### config.mk
export PLATFORM = sky130hd
export DESIGN_NAME = drive_control_status_word
export DESIGN_NICKNAME = d
export VERILOG_FILES = /design/src/core/drive_ctl_pkg.sv /design/src/core/drive_control_status_word.sv
export VERILOG_INCLUDE_DIRS = /design/src /design/src/core
export SDC_FILE = /design/constraint.sdc
export NUM_CORES = 1
export LEC_CHECK = 0
export CORE_MARGIN = 1.5
export CORE_UTILIZATION = 63
export CTS_CLUSTER_SIZE = 12
export DETAILED_ROUTE_END_ITERATION = 12
export DONT_BUFFER_PORTS = 1
export MAX_ROUTING_LAYER = met4
export PLACE_DENSITY_LB_ADDON = 0.1
export SKIP_LAST_GASP = 1
export SLEW_MARGIN = 30
export SYNTH_ARGS = -nofsm -noshare
export SYNTH_HDL_FRONTEND = slang
export SYNTH_SLANG_ARGS = --single-unit
### constraint.sdc
create_clock -name mclk_i -period 3.1 [get_ports mclk_i]
set_clock_uncertainty 0.05 [all_clocks]
set_input_delay 0.62 -clock mclk_i [delete_from_list [all_inputs] [get_ports mclk_i]]
set_output_delay 0.62 -clock mclk_i [all_outputs]
set_load 0.005 [all_outputs]
### src/core/drive_ctl_params.svh
// constants for the drive command and condition word block
`ifndef DRIVE_CTL_PARAMS_SVH
`define DRIVE_CTL_PARAMS_SVH

// command word bit positions
`define CW_PRESET_LO 0
`define CW_PRESET_HI 1
`define CW_DC_BRAKE_N 2
`define CW_COAST_N 3
`define CW_QSTOP_N 4
`define CW_FREEZE_N 5
`define CW_START 6
`define CW_RESET 7
`define CW_JOG 8
`define CW_RAMP2 9
`define CW_VALID 10
`define CW_RELAY1 11
`define CW_RELAY4 12
`define CW_SETUP_LO 13
`define CW_SETUP_HI 14
`define CW_REVERSE 15

// condition word bit positions
`define SW_CTRL_READY 0
`define SW_DRIVE_READY 1
`define SW_ENABLE 2
`define SW_TRIP 3
`define SW_ERROR 4
`define SW_UNUSED 5
`define SW_TRIPLOCK 6
`define SW_WARNING 7
`define SW_AT_REF 8
`define SW_BUS_CTRL 9
`define SW_FREQ_OK 10
`define SW_RUNNING 11
`define SW_OVERTEMP 12
`define SW_VOLTAGE 13
`define SW_TORQUE 14
`define SW_TIMER 15

// reset values: command word coasts, reference zero
`define CW_RST 16'h0000
`define REF_RST 16'h0000
`define SW_RST 16'h0000

// relative reference scale: this code means 100 percent
`define REF_FULL_SCALE 16'h4000

`endif

### src/core/drive_ctl_pkg.sv
// types shared by the drive command and condition word block
package drive_ctl_pkg;

    // how the motor is being stopped, or that it may run
    typedef enum logic [4:0] {
        STOP_RUN = 5'b00001,
        STOP_RAMP = 5'b00010,
        STOP_QUICK = 5'b00100,
        STOP_DC_BRAKE = 5'b01000,
        STOP_COAST = 5'b10000
    } stop_mode_t;

    // configured source for the reversing command
    typedef enum logic [1:0] {
        REV_DIGITAL = 2'h0,
        REV_SERIAL = 2'h1,
        REV_LOGIC_OR = 2'h2,
        REV_LOGIC_AND = 2'h3
    } rev_src_t;

endpackage

### src/core/drive_control_status_word.sv
// fieldbus command word decoder and condition word builder for a drive
`timescale 1ns/1ps
`default_nettype none
`include "drive_ctl_params.svh"

module drive_control_status_word #(
    parameter int WORD_W = 16 // width of every bus word
) (
    input wire logic mclk_i, // system clock, 40 MHz
    input wire logic sys_rst_i, // synchronous reset, active high
    // words from the bus master
    input wire logic cmd_wr_i, // command word strobe
    input wire logic [WORD_W-1:0] cmd_word_i, // command word data
    input wire logic ref_wr_i, // speed reference strobe
    input wire logic [WORD_W-1:0] ref_word_i, // signed relative reference
    // configuration
    input wire logic multi_setup_en_i, // multi set-up selected
    input wire logic relay1_cw_sel_i, // relay 1 follows bus bit
    input wire logic relay4_cw_sel_i, // relay 4 follows bus bit
    input wire drive_ctl_pkg::rev_src_t rev_src_i, // reversing source
    input wire logic [WORD_W-1:0] jog_speed_i, // configured jog reference
    input wire logic [WORD_W-1:0] low_limit_i, // low speed limit
    input wire logic [WORD_W-1:0] high_limit_i, // high speed limit
    // digital inputs
    input wire logic di_reverse_i, // reverse from terminals
    input wire logic di_dc_brake_i, // DC brake from terminals
    input wire logic di_coast_i, // coast or reset-and-coast
    // drive conditions
    input wire logic ctrl_ready_i, // control section ready
    input wire logic power_ready_i, // power section supplied
    input wire logic trip_i, // drive tripped
    input wire logic error_i, // error without trip
    input wire logic trip_lock_i, // tripped and locked
    input wire logic warning_i, // warning present
    input wire logic speed_at_ref_i, // motor speed equals reference
    input wire logic local_stop_i, // local stop key active
    input wire logic local_site_i, // local reference site
    input wire logic overtemp_stop_i, // overtemperature stop, no trip
    input wire logic dc_volt_fault_i, // DC link too low or high
    input wire logic torque_over_i, // torque limit exceeded
    input wire logic thermal_over_i, // thermal timer above 100%
    input wire logic link_lost_i, // fieldbus option link lost
    input wire logic comm_fault_i, // internal communication fault
    input wire logic [WORD_W-1:0] freq_actual_i, // signed output frequency
    // decoded commands
    output drive_ctl_pkg::stop_mode_t stop_mode_o, // stop or run
    output logic run_permit_o, // start allowed by the word
    output logic trip_reset_o, // one-cycle trip reset pulse
    output logic freeze_o, // hold present output frequency
    output logic ramp2_sel_o, // second ramp pair active
    output logic [1:0] preset_sel_o, // preset reference index
    output logic [1:0] setup_sel_o, // active parameter set-up
    output logic reverse_o, // reverse rotation
    output logic relay1_o, // first output relay
    output logic relay4_o, // fourth output relay
    output logic [WORD_W-1:0] freq_target_o, // reference in use
    // words to the bus master
    output logic [WORD_W-1:0] cond_word_o, // drive condition word
    output logic [WORD_W-1:0] actual_freq_o // actual frequency word
);

    // last accepted command word, the only one acted upon
    logic [WORD_W-1:0] cmd_r;
    // bus speed reference as written
    logic [WORD_W-1:0] ref_r;
    // a strobe carrying a valid word
    logic accept;
    // decoded stop mode before registering
    drive_ctl_pkg::stop_mode_t stop_nxt;
    // condition word before the link-loss gate
    logic [WORD_W-1:0] cond_nxt;
    // magnitude of the actual frequency, for the limit test
    logic [WORD_W-1:0] freq_mag;
    logic frozen; // output frequency held
    logic rev_nxt; // reversing after source gating

    assign accept = cmd_wr_i & cmd_word_i[`CW_VALID];

    // command word store; words flagged invalid leave it untouched
    always_ff @(posedge mclk_i) begin
        if (sys_rst_i) begin
            cmd_r <= `CW_RST;
        end else if (accept) begin
            cmd_r <= cmd_word_i;
        end
    end

    // reference store; kept signed, full scale is 4000 hex
    always_ff @(posedge mclk_i) begin
        if (sys_rst_i) begin
            ref_r <= `REF_RST;
        end else if (ref_wr_i) begin
            ref_r <= ref_word_i;
        end
    end

    // trip reset fires on a rising edge between accepted words only,
    // so an ignored word cannot fake an edge
    always_ff @(posedge mclk_i) begin
        if (sys_rst_i) begin
            trip_reset_o <= 1'b0;
        end else begin
            trip_reset_o <= accept & cmd_word_i[`CW_RESET]
                & ~cmd_r[`CW_RESET];
        end
    end

    assign frozen = ~cmd_r[`CW_FREEZE_N];

    // stop decode: coast beats brake beats quick stop beats ramp stop;
    // a frozen output ignores the ramp-type stops
    always_comb begin
        if (~cmd_r[`CW_COAST_N] | di_coast_i) begin
            stop_nxt = drive_ctl_pkg::STOP_COAST;
        end else if (~cmd_r[`CW_DC_BRAKE_N] | di_dc_brake_i) begin
            stop_nxt = drive_ctl_pkg::STOP_DC_BRAKE;
        end else if (frozen) begin
            stop_nxt = drive_ctl_pkg::STOP_RUN;
        end else if (~cmd_r[`CW_QSTOP_N]) begin
            stop_nxt = drive_ctl_pkg::STOP_QUICK;
        end else if (~cmd_r[`CW_START]) begin
            stop_nxt = drive_ctl_pkg::STOP_RAMP;
        end else begin
            stop_nxt = drive_ctl_pkg::STOP_RUN;
        end
    end

    // reversing follows the configured source
    always_comb begin
        unique case (rev_src_i)
            drive_ctl_pkg::REV_SERIAL: rev_nxt = cmd_r[`CW_REVERSE];
            drive_ctl_pkg::REV_LOGIC_OR: begin
                rev_nxt = cmd_r[`CW_REVERSE] | di_reverse_i;
            end
            drive_ctl_pkg::REV_LOGIC_AND: begin
                rev_nxt = cmd_r[`CW_REVERSE] & di_reverse_i;
            end
            drive_ctl_pkg::REV_DIGITAL: rev_nxt = di_reverse_i;
        endcase
    end

    // registered command outputs, one cycle after the word store
    always_ff @(posedge mclk_i) begin
        if (sys_rst_i) begin
            stop_mode_o <= drive_ctl_pkg::STOP_COAST;
            run_permit_o <= 1'b0;
            freeze_o <= 1'b0;
            ramp2_sel_o <= 1'b0;
            preset_sel_o <= 2'h0;
            reverse_o <= 1'b0;
        end else begin
            stop_mode_o <= stop_nxt;
            run_permit_o <= (stop_nxt == drive_ctl_pkg::STOP_RUN)
                & cmd_r[`CW_START];
            freeze_o <= frozen;
            ramp2_sel_o <= cmd_r[`CW_RAMP2];
            // bit 01 is the high bit of the preset index
            preset_sel_o <= {cmd_r[`CW_PRESET_HI],
                cmd_r[`CW_PRESET_LO]};
            reverse_o <= rev_nxt;
        end
    end

    // relays move only when configured to follow the bus word
    always_ff @(posedge mclk_i) begin
        if (sys_rst_i) begin
            relay1_o <= 1'b0;
            relay4_o <= 1'b0;
        end else begin
            relay1_o <= cmd_r[`CW_RELAY1] & relay1_cw_sel_i;
            relay4_o <= cmd_r[`CW_RELAY4] & relay4_cw_sel_i;
        end
    end

    // set-up holds its last value while multi set-up is off,
    // so leaving multi set-up does not jump back to set-up one
    always_ff @(posedge mclk_i) begin
        if (sys_rst_i) begin
            setup_sel_o <= 2'h0;
        end else if (multi_setup_en_i) begin
            setup_sel_o <= {cmd_r[`CW_SETUP_HI],
                cmd_r[`CW_SETUP_LO]};
        end
    end

    // reference in use: jog replaces the bus reference
    always_ff @(posedge mclk_i) begin
        if (sys_rst_i) begin
            freq_target_o <= `REF_RST;
        end else begin
            freq_target_o <= cmd_r[`CW_JOG] ? jog_speed_i : ref_r;
        end
    end

    // limits compare against magnitude so reverse running counts too;
    // the most negative code saturates rather than wrapping
    always_comb begin
        if (freq_actual_i[WORD_W-1]) begin
            freq_mag = (freq_actual_i == {1'b1, {(WORD_W-1){1'b0}}})
                ? {1'b0, {(WORD_W-1){1'b1}}}
                : WORD_W'(-freq_actual_i);
        end else begin
            freq_mag = freq_actual_i;
        end
    end

    // condition word assembly from live drive conditions
    always_comb begin
        cond_nxt = `SW_RST;
        cond_nxt[`SW_CTRL_READY] = ctrl_ready_i & ~trip_i;
        // ready regardless of any active coast command
        cond_nxt[`SW_DRIVE_READY] = ctrl_ready_i & power_ready_i
            & ~trip_i;
        cond_nxt[`SW_ENABLE] = (stop_nxt != drive_ctl_pkg::STOP_COAST)
            & ~trip_i;
        cond_nxt[`SW_TRIP] = trip_i;
        cond_nxt[`SW_ERROR] = error_i;
        cond_nxt[`SW_UNUSED] = 1'b0;
        cond_nxt[`SW_TRIPLOCK] = trip_lock_i;
        cond_nxt[`SW_WARNING] = warning_i;
        cond_nxt[`SW_AT_REF] = speed_at_ref_i;
        cond_nxt[`SW_BUS_CTRL] = ~local_stop_i & ~local_site_i;
        // reaching either limit counts as outside
        cond_nxt[`SW_FREQ_OK] = (freq_mag > low_limit_i)
            & (freq_mag < high_limit_i);
        cond_nxt[`SW_RUNNING] = run_permit_o
            | (freq_actual_i != '0);
        cond_nxt[`SW_OVERTEMP] = overtemp_stop_i;
        cond_nxt[`SW_VOLTAGE] = dc_volt_fault_i;
        cond_nxt[`SW_TORQUE] = torque_over_i;
        cond_nxt[`SW_TIMER] = thermal_over_i;
    end

    // outgoing words; a lost link blanks the whole condition word
    always_ff @(posedge mclk_i) begin
        if (sys_rst_i) begin
            cond_word_o <= `SW_RST;
            actual_freq_o <= `REF_RST;
        end else begin
            cond_word_o <= (link_lost_i | comm_fault_i)
                ? `SW_RST : cond_nxt;
            // same relative scaling as the reference
            actual_freq_o <= freq_actual_i;
        end
    end
endmodule
`default_nettype wire

Yosys cells after proc, flatten, opt, wreduce, memory -nomap -nowiden
Cells that the tools add are included.

Register bits after elaboration: 96. Bits of input ports: 123.

$add $sub $neg: 1. $lt $le $gt $ge: 2. Equality and inequality tests: 6. Mux-type cells: 9. Bitwise logic cells: 25. Reductions and logical operators: 3.

Operator list (count): 16-bit 2-to-1 mux (3); 16-bit equality test (second input constant) (1); 16-bit greater-than comparator (1); 16-bit less-than comparator (1); 16-bit negator (1); 16-bit nonzero test (1); 1-bit AND (13); 1-bit NOT (7); 3-bit 2-to-1 mux (2); 5-bit by 1-bit equality test with 1-bit output (second input constant) (1); 5-bit 2-to-1 mux (1); 5-bit inequality test (second input constant) (1); 1-bit bitwise OR (5); 2-bit equality test (second input constant) (2); 4-bit 2-to-1 mux (1); 1-bit one-hot mux with 4 select lines (1); 2-bit by 1-bit equality test with 1-bit output (second input constant) (1); 2-bit zero test (1); 2-bit 2-to-1 mux (1); 2-bit OR reduction (1).

Longest topological paths before layout
Gate-level depths: netlist (run 1).

Depth after elaboration: 7. Gate-level depth with buffers: 12. Mapped depth without buffers: 12.

Worst setup path before layout (run 1)
OpenSTA, ideal clock, no wires.

Path kind: input to register. From: input port freq_actual_i[9]. To: register cond_word_o[10]. Data arrival time: 2753 ps. Required time: 2923 ps. Setup slack: 171 ps. Cell stages on the path: 9. Cell sequence: or3_4 -> or2_1 -> o31ai_2 -> mux2i_1 -> ha_1 -> nand4_1 -> or4_1 -> a41oi_2 -> nor4_1.

Longest elaborated chain between the ends: 5.

RTL lines: from (decl) (line drive_control_status_word.sv:44) `input wire logic [WORD_W-1:0] freq_actual_i,`; 16-bit negator or 16-bit equality test (tied branches) (line drive_control_status_word.sv:201, drive_control_status_word.sv:199); 16-bit 2-to-1 mux (line drive_control_status_word.sv:200) `? {1'b0, {(WORD_W-1){1'b1}}}`; 16-bit 2-to-1 mux (*) (line drive_control_status_word.sv:198) `if (freq_actual_i[WORD_W-1]) begin`; 16-bit greater-than comparator or 16-bit less-than comparator (tied branches) (line drive_control_status_word.sv:224, drive_control_status_word.sv:225); 1-bit AND (*) (line drive_control_status_word.sv:225) `& (freq_mag < high_limit_i);`; to (signal assigned) (line drive_control_status_word.sv:237) `` cond_word_o <= `SW_RST; ``; to (signal assigned) (line drive_control_status_word.sv:240) `cond_word_o <= (link_lost_i | comm_fault_i)`; to (decl) (line drive_control_status_word.sv:58) `output logic [WORD_W-1:0] cond_word_o,`.

Mark *: on every way between the ends. The rest lies on a longest branch, timed or not. A chain may end at the register's enable or synchronous reset.

Final worst setup path (run 1)
Ends and elaborated chain as after synthesis.

==> results of run 1 <==
[metal layers]
metal / vias to the layer above / routed length (um)
met3: 9 / 751
met5: - / 0
met2: 129 / 4078
met4: 0 / 119
met1: 1357 / 3693
li1: 1512 / -
[power breakdown]
part           switching (mW)  internal [mW]
Sequential             0.0328           1.26
Combinational           0.117          0.114
Clock                   0.463          0.312
[stage by stage]
step,hold slack (ps),instance area (um2),setup TNS (ps),worst slack (ps)
global placement,357.7,4184,0,66.35
global route,249.5,4377,0,219.7
detailed placement,370.7,4184,-15.26,-15.26
floorplan,349.5,4161,0,170.5
CTS,255.8,4377,0,379.6
finish,266.4,4377,0,367.8
[worst max-delay path, delay by kind of cell]
kind | cells | cell delay, ps
mux | 1 | 290
simple gates | 5 | 1450
fa+ha+maj | 1 | 190
compound gates | 2 | 400
[sequential cells by signal, summed over array words and instances (netlist names), 2 cells and up]
signal         flops
actual_freq_o     16
cmd_r             15
setup_sel_o        2
preset_sel_o       2
cond_word_o       15
ref_r             16
stop_mode_o        5
freq_target_o     16
[Yosys cell counts, drive strengths merged, types with 2 or more instances]
cell    number
a211oi       3
a21o         2
a21oi       31
a31oi        2
and2        12
and3         4
buf          8
clkbuf      11
dfxtp       94
ha          32
inv         35
mux2i       36
nand2       50
nand3        3
nand4        5
nor2        53
nor2b       20
nor3        10
nor3b        3
nor4b        2
o211ai       3
o21a         2
o21ai        9
o31ai        6
or2          2
or3          3
xor2         6
[layout make-up]
class,instances,area [um2]
multi-input combinational,309,2067
fill,508,1973
sequential,94,1882
inverter,35,131.4
clock buffer,9,123.9
tap,77,96.34
clock inverter,7,68.82
timing repair buffer,1,7.507
[cell families after synthesis]
group,count (synthesis),synth area share [%]
compound gates,62,9.381
xor+xnor,7,1.473
fa+ha+maj,32,9.621
buf+inv,54,5.111
flops,94,45.22
mux,36,8.659
other cells,1,0.09011
simple gates,171,20.45
[how the worst max path moves through the flow]
| stage | startpoint | endpoint | slack, ps |
|---|---|---|---|
| after global routing | freq_actual_i[0] | cond_word_o[10] | 220 |
| after floorplan | freq_actual_i[9] | cond_word_o[10] | 170 |
| final | freq_actual_i[9] | cond_word_o[10] | 370 |
| after CTS | freq_actual_i[9] | cond_word_o[10] | 380 |
| after global placement | freq_actual_i[9] | cond_word_o[10] | 70 |
| after detailed placement | freq_actual_i[9] | cond_word_o[10] | -20 |
==> flow_summary.ini, run 1 <==
[layout]
antenna_cells = 0
syn_to_final_growth_pct = 5.171
utilization_pct = 68.93
drive_gt1_share_pct = 6.593
fin_cells = 532
nets = 605
final_cell_mix = 94 x dfxtp_1, 53 x nor2_1, 50 x nand2_1, 36 x mux2i_1, 35 x inv_1
mostFrequentLayoutCell = dfxtp_1

[worst_setup_path]
r2r_cells = 4
worstPathMaxFanout = 5
required_ps = 3300
rrSetupSlack_ps = 1530
cpPeakStageDelay_ps = 560
cp_cell_sequence = or3_4, or2_1, o31ai_2, mux2i_1, ha_1, nand4_1, or4_1, a41oi_2, nor4_1
crit_path_start_kind = input pin
r2r-end = run_permit_o
endpoint_kind = flip-flop
slowest_stage = or4_1
crit_arrival_ps = 2940
worst_r2r_startpoint = cmd_r[3]
path_class = input pin to flip-flop

[floorplanning]
dieArea_um2 = 7102
coreArea_um2 = 6350
start_util_pct = 65.54
die_x_um = 84.28
num_rows = 29
die_h_um = 84.28
io_pins = 187

[timing]
clock.fmax_mhz = 366.0
finalHoldViolations = 0
finalCriticalPeriod_ps = 2732
setup_viol = 0
max-slew-margin-rel_pct = 36.35
min_period_over_period_pct = 88.14
max_slew.worst_pin.slew_ps = 953.5
finalMaxSlewViolations = 0
rsz0062_at_grt = false

[pwr]
peakVddDrop_mv = 0.3857
fin_total_pwr_mw = 2.298
pwr_density_cell_nw_per_um2 = 525.1
leakage_nw = 1.899

[min_path]
hold_class = input pin to flip-flop
min_path_cells = 1
hold_path_end = cond_word_o[9]
holdCritStartpoint = local_stop_i

[synthesis]
synth-main-ff-cell = dfxtp_1
yosysTopAreaCell = dfxtp_1
synthTopCellsByArea = dfxtp_1 45%, ha_1 9.6%, mux2i_1 8.7%
synth.distinct_cells = 46
synth_edf_count = 0
synth-seq-area-share_pct = 45.22
async_flop_share_pct = 0
netlist_instances = 457
syn_area_per_cell_um2 = 9.106
ys.warnings.count = 0
netlist.area_leader.share_pct = 45.22
syn_area_um2 = 4161
ys_ff_latch = 94
synth_nets = 612

[drt]
routed_wl_mm = 8.643
vias = 3007
vias_per_cell = 5.652
dr.pass1.iters = 4
drc = 0
drtAntennaViolNets = 0
drt_iter0_markers = 103
routedWlPerCell_um = 16.25

[global_route]
grt_util_all_layers_pct = 25.30
met1_usage_pct = 31.09
grt_use_met3_pct = 9.145
overflow = 0
grt_max_degree = 77
grt_antenna_before_repair = 0
grt_pass1_wl_mm = 13.74
met2_usage_pct = 38.91
grt_pass1_vias = 2840
busiest_layer = met2

[placement]
post-dp-hpwl_mm = 6.661
gp_congestion = 0.8551
io_buffers = 0
dp_cells = 516

[cts]
clkTransAtPathRegs_ps = 100
cts-hold-fix-buffers = 0
h-tree-depth = 3
cts_tree = built
cts_sinks = 94
cts_root_buffer = clkbuf_8
cts.repair.resized = 0
cts_setup_buffers = 0
clk_latency_ps = 360
cts_made_buffers = 9
clockBufferDepth = 2

[status]
outcome = finished, final reports clean

[job]
drv_cap = 0
(Power assumes the default switching activity.)
==> inputs of run 2 (changes only) <==
- CORE_ASPECT_RATIO: not set -> 0.9
- CORE_UTILIZATION: 63 -> 38
==> run 2 against run 1 <==
Fmax decreased by 2.3%. Via count increased by 0.70%. Setup slack got worse by 65 ps. Sequential share of layout area decreased by 2.0 points. Critical path type unchanged. Critical path depth increased by 1. Final cell count increased by 11%. First-iteration DRC count increased by 47%. Non-clock buffer count increased by 3. Design area increased by 4.8%. Sequential power about the same. Combinational power about the same. Global-route usage decreased by 8.4 points.
==> flow_summary.ini, run 2 (synthesis results as in run 1) <==
[placement]
io_buffers = 0
gp_congestion = 0.8324
post-dp-hpwl_mm = 7.245
place_area_um2 = 4277

[floorplanning]
dieArea_um2 = 11590
num_rows = 36
die_x_um = 113.3
die_h_um = 102.3
coreArea_um2 = 10770
start_util_pct = 38.66
io_pins = 187

[layout]
antenna_cells = 0
syn_to_final_growth_pct = 10.22
drive_gt1_share_pct = 6.987
nFillCells = 1093
final_cell_mix = 94 x dfxtp_1, 53 x nor2_1, 50 x nand2_1, 36 x mux2i_1, 35 x inv_1
final_cell_area_um2 = 4587
utilization_pct = 42.61
reg.largest.list = actual_freq_o x16, freq_target_o x16, ref_r x16
nets = 608
mostFrequentLayoutCell = dfxtp_1

[timing]
min_period_over_period_pct = 90.25
setup_viol = 0
max_slew.worst_pin.slew_ps = 947.5
finalMaxSlewViolations = 0
rsz0062_at_grt = false
finalCriticalPeriod_ps = 2798
max-slew-margin-rel_pct = 36.75
hold_ws_ps = 304.8
finalHoldViolations = 0
clock.fmax_mhz = 357.4

[drt]
drc = 0
routedWlPerCell_um = 16.04
drt_iter0_markers = 151
drtAntennaViolNets = 0
vias_per_cell = 5.124
vias = 3028
dr.pass1.iters = 4
routed_wl_mm = 9.480

[worst_setup_path]
slowest_stage = or4_1
crit_arrival_ps = 2970
endpoint_kind = flip-flop
cpPeakStageDelay_ps = 570
worstPathMaxFanout = 4
path_class = input pin to flip-flop
cp_cell_sequence = nor3_2, nand3_1, or2_1, o31ai_2, mux2i_1, ha_1, nand4_1, or4_1, a41oi_2, nor4_1
required_ps = 3270
crit_path_start_kind = input pin

[cts]
cts_tree = built
clockBufferDepth = 2
h-tree-depth = 3
cts-hold-fix-buffers = 0
cts.repair.resized = 0
cts_made_buffers = 9
cts_sinks = 94
clk_latency_ps = 340
cts_root_buffer = clkbuf_16
clkTransAtPathRegs_ps = 60
cts_setup_buffers = 0

[min_path]
hold_class = input pin to flip-flop

[pwr]
leakage_nw = 1.963
pwr_density_cell_nw_per_um2 = 578.4
peakVddDrop_mv = 0.2814

[global_route]
grt_pass1_wl_mm = 14.63
grt_antenna_before_repair = 0
overflow = 0
busiest_layer = met2
met1_usage_pct = 20.17
grt_pass1_vias = 2919
grt_util_all_layers_pct = 16.85
met2_usage_pct = 26.53
grt_use_met3_pct = 5.931
grt_max_degree = 77

[status]
outcome = finished, final reports clean

[job]
drv_cap = 0
## run 2: changes by cell type in the layout (fill, tap and decap cells not counted), sizes merged
cell,previous run,this run
clkinv,3,0
clkbuf,9,12
buf,1,4
bufinv,0,1
clkinvlp,1,2
inv,38,36
## run 2: worst paths after layout
path | start | endpoint | slack [ps] | cells after the start
worst max-delay path | freq_actual_i[7] | cond_word_o[10] | 300 | 10
worst min-delay path | trip_i | cond_word_o[2] | 300 | 1
worst max register to register | cmd_r[3] | run_permit_o | 1640 | 4
worst min register to register | cmd_r[7] | trip_reset_o | 370 | 1
## run 2: layout make-up
type	count	area [um2]	share of cell area, %
multi-input cells	309	2067	45.06
flip-flops and latches	94	1882	41.03
clock buffers	12	256.5	5.592
well taps	133	166.4	3.628
inverters	35	131.4	2.864
clock inverters	4	53.80	1.173
repair buffers	4	30.03	0.6547
## run 2: through the flow
step | std cells | setup WS (ps) | total power [mW] | TNS [ps]
final | 591 | 302.4 | 2.653 | 0
after global routing | 591 | 76.65 | 2.786 | 0
after CTS | 591 | 307.6 | 2.690 | 0
after detailed placement | 575 | -58.67 | 1.554 | -58.67
after floorplan | 457 | 170.5 | 1.519 | 0
after global placement | 575 | 38.23 | 1.547 | 0
## run 2: power breakdown
group          internal, mW  switching [mW]
logic                 0.114           0.118
clock network         0.672           0.456
registers              1.26          0.0316
total                  2.05           0.606
## run 2: per-layer routing
layer  up-vias  share of wire, %
li1       1518                 -
met1      1376                45
met2       125                46
met3         9               8.4
met4         0               1.2
met5         -                 0
## run 2: worst max-delay path: cells and delay by family
family,cells,cell delay (ps)
mux,1,300
fa+ha+maj,1,180
compound gates,2,380
simple gates,6,1480
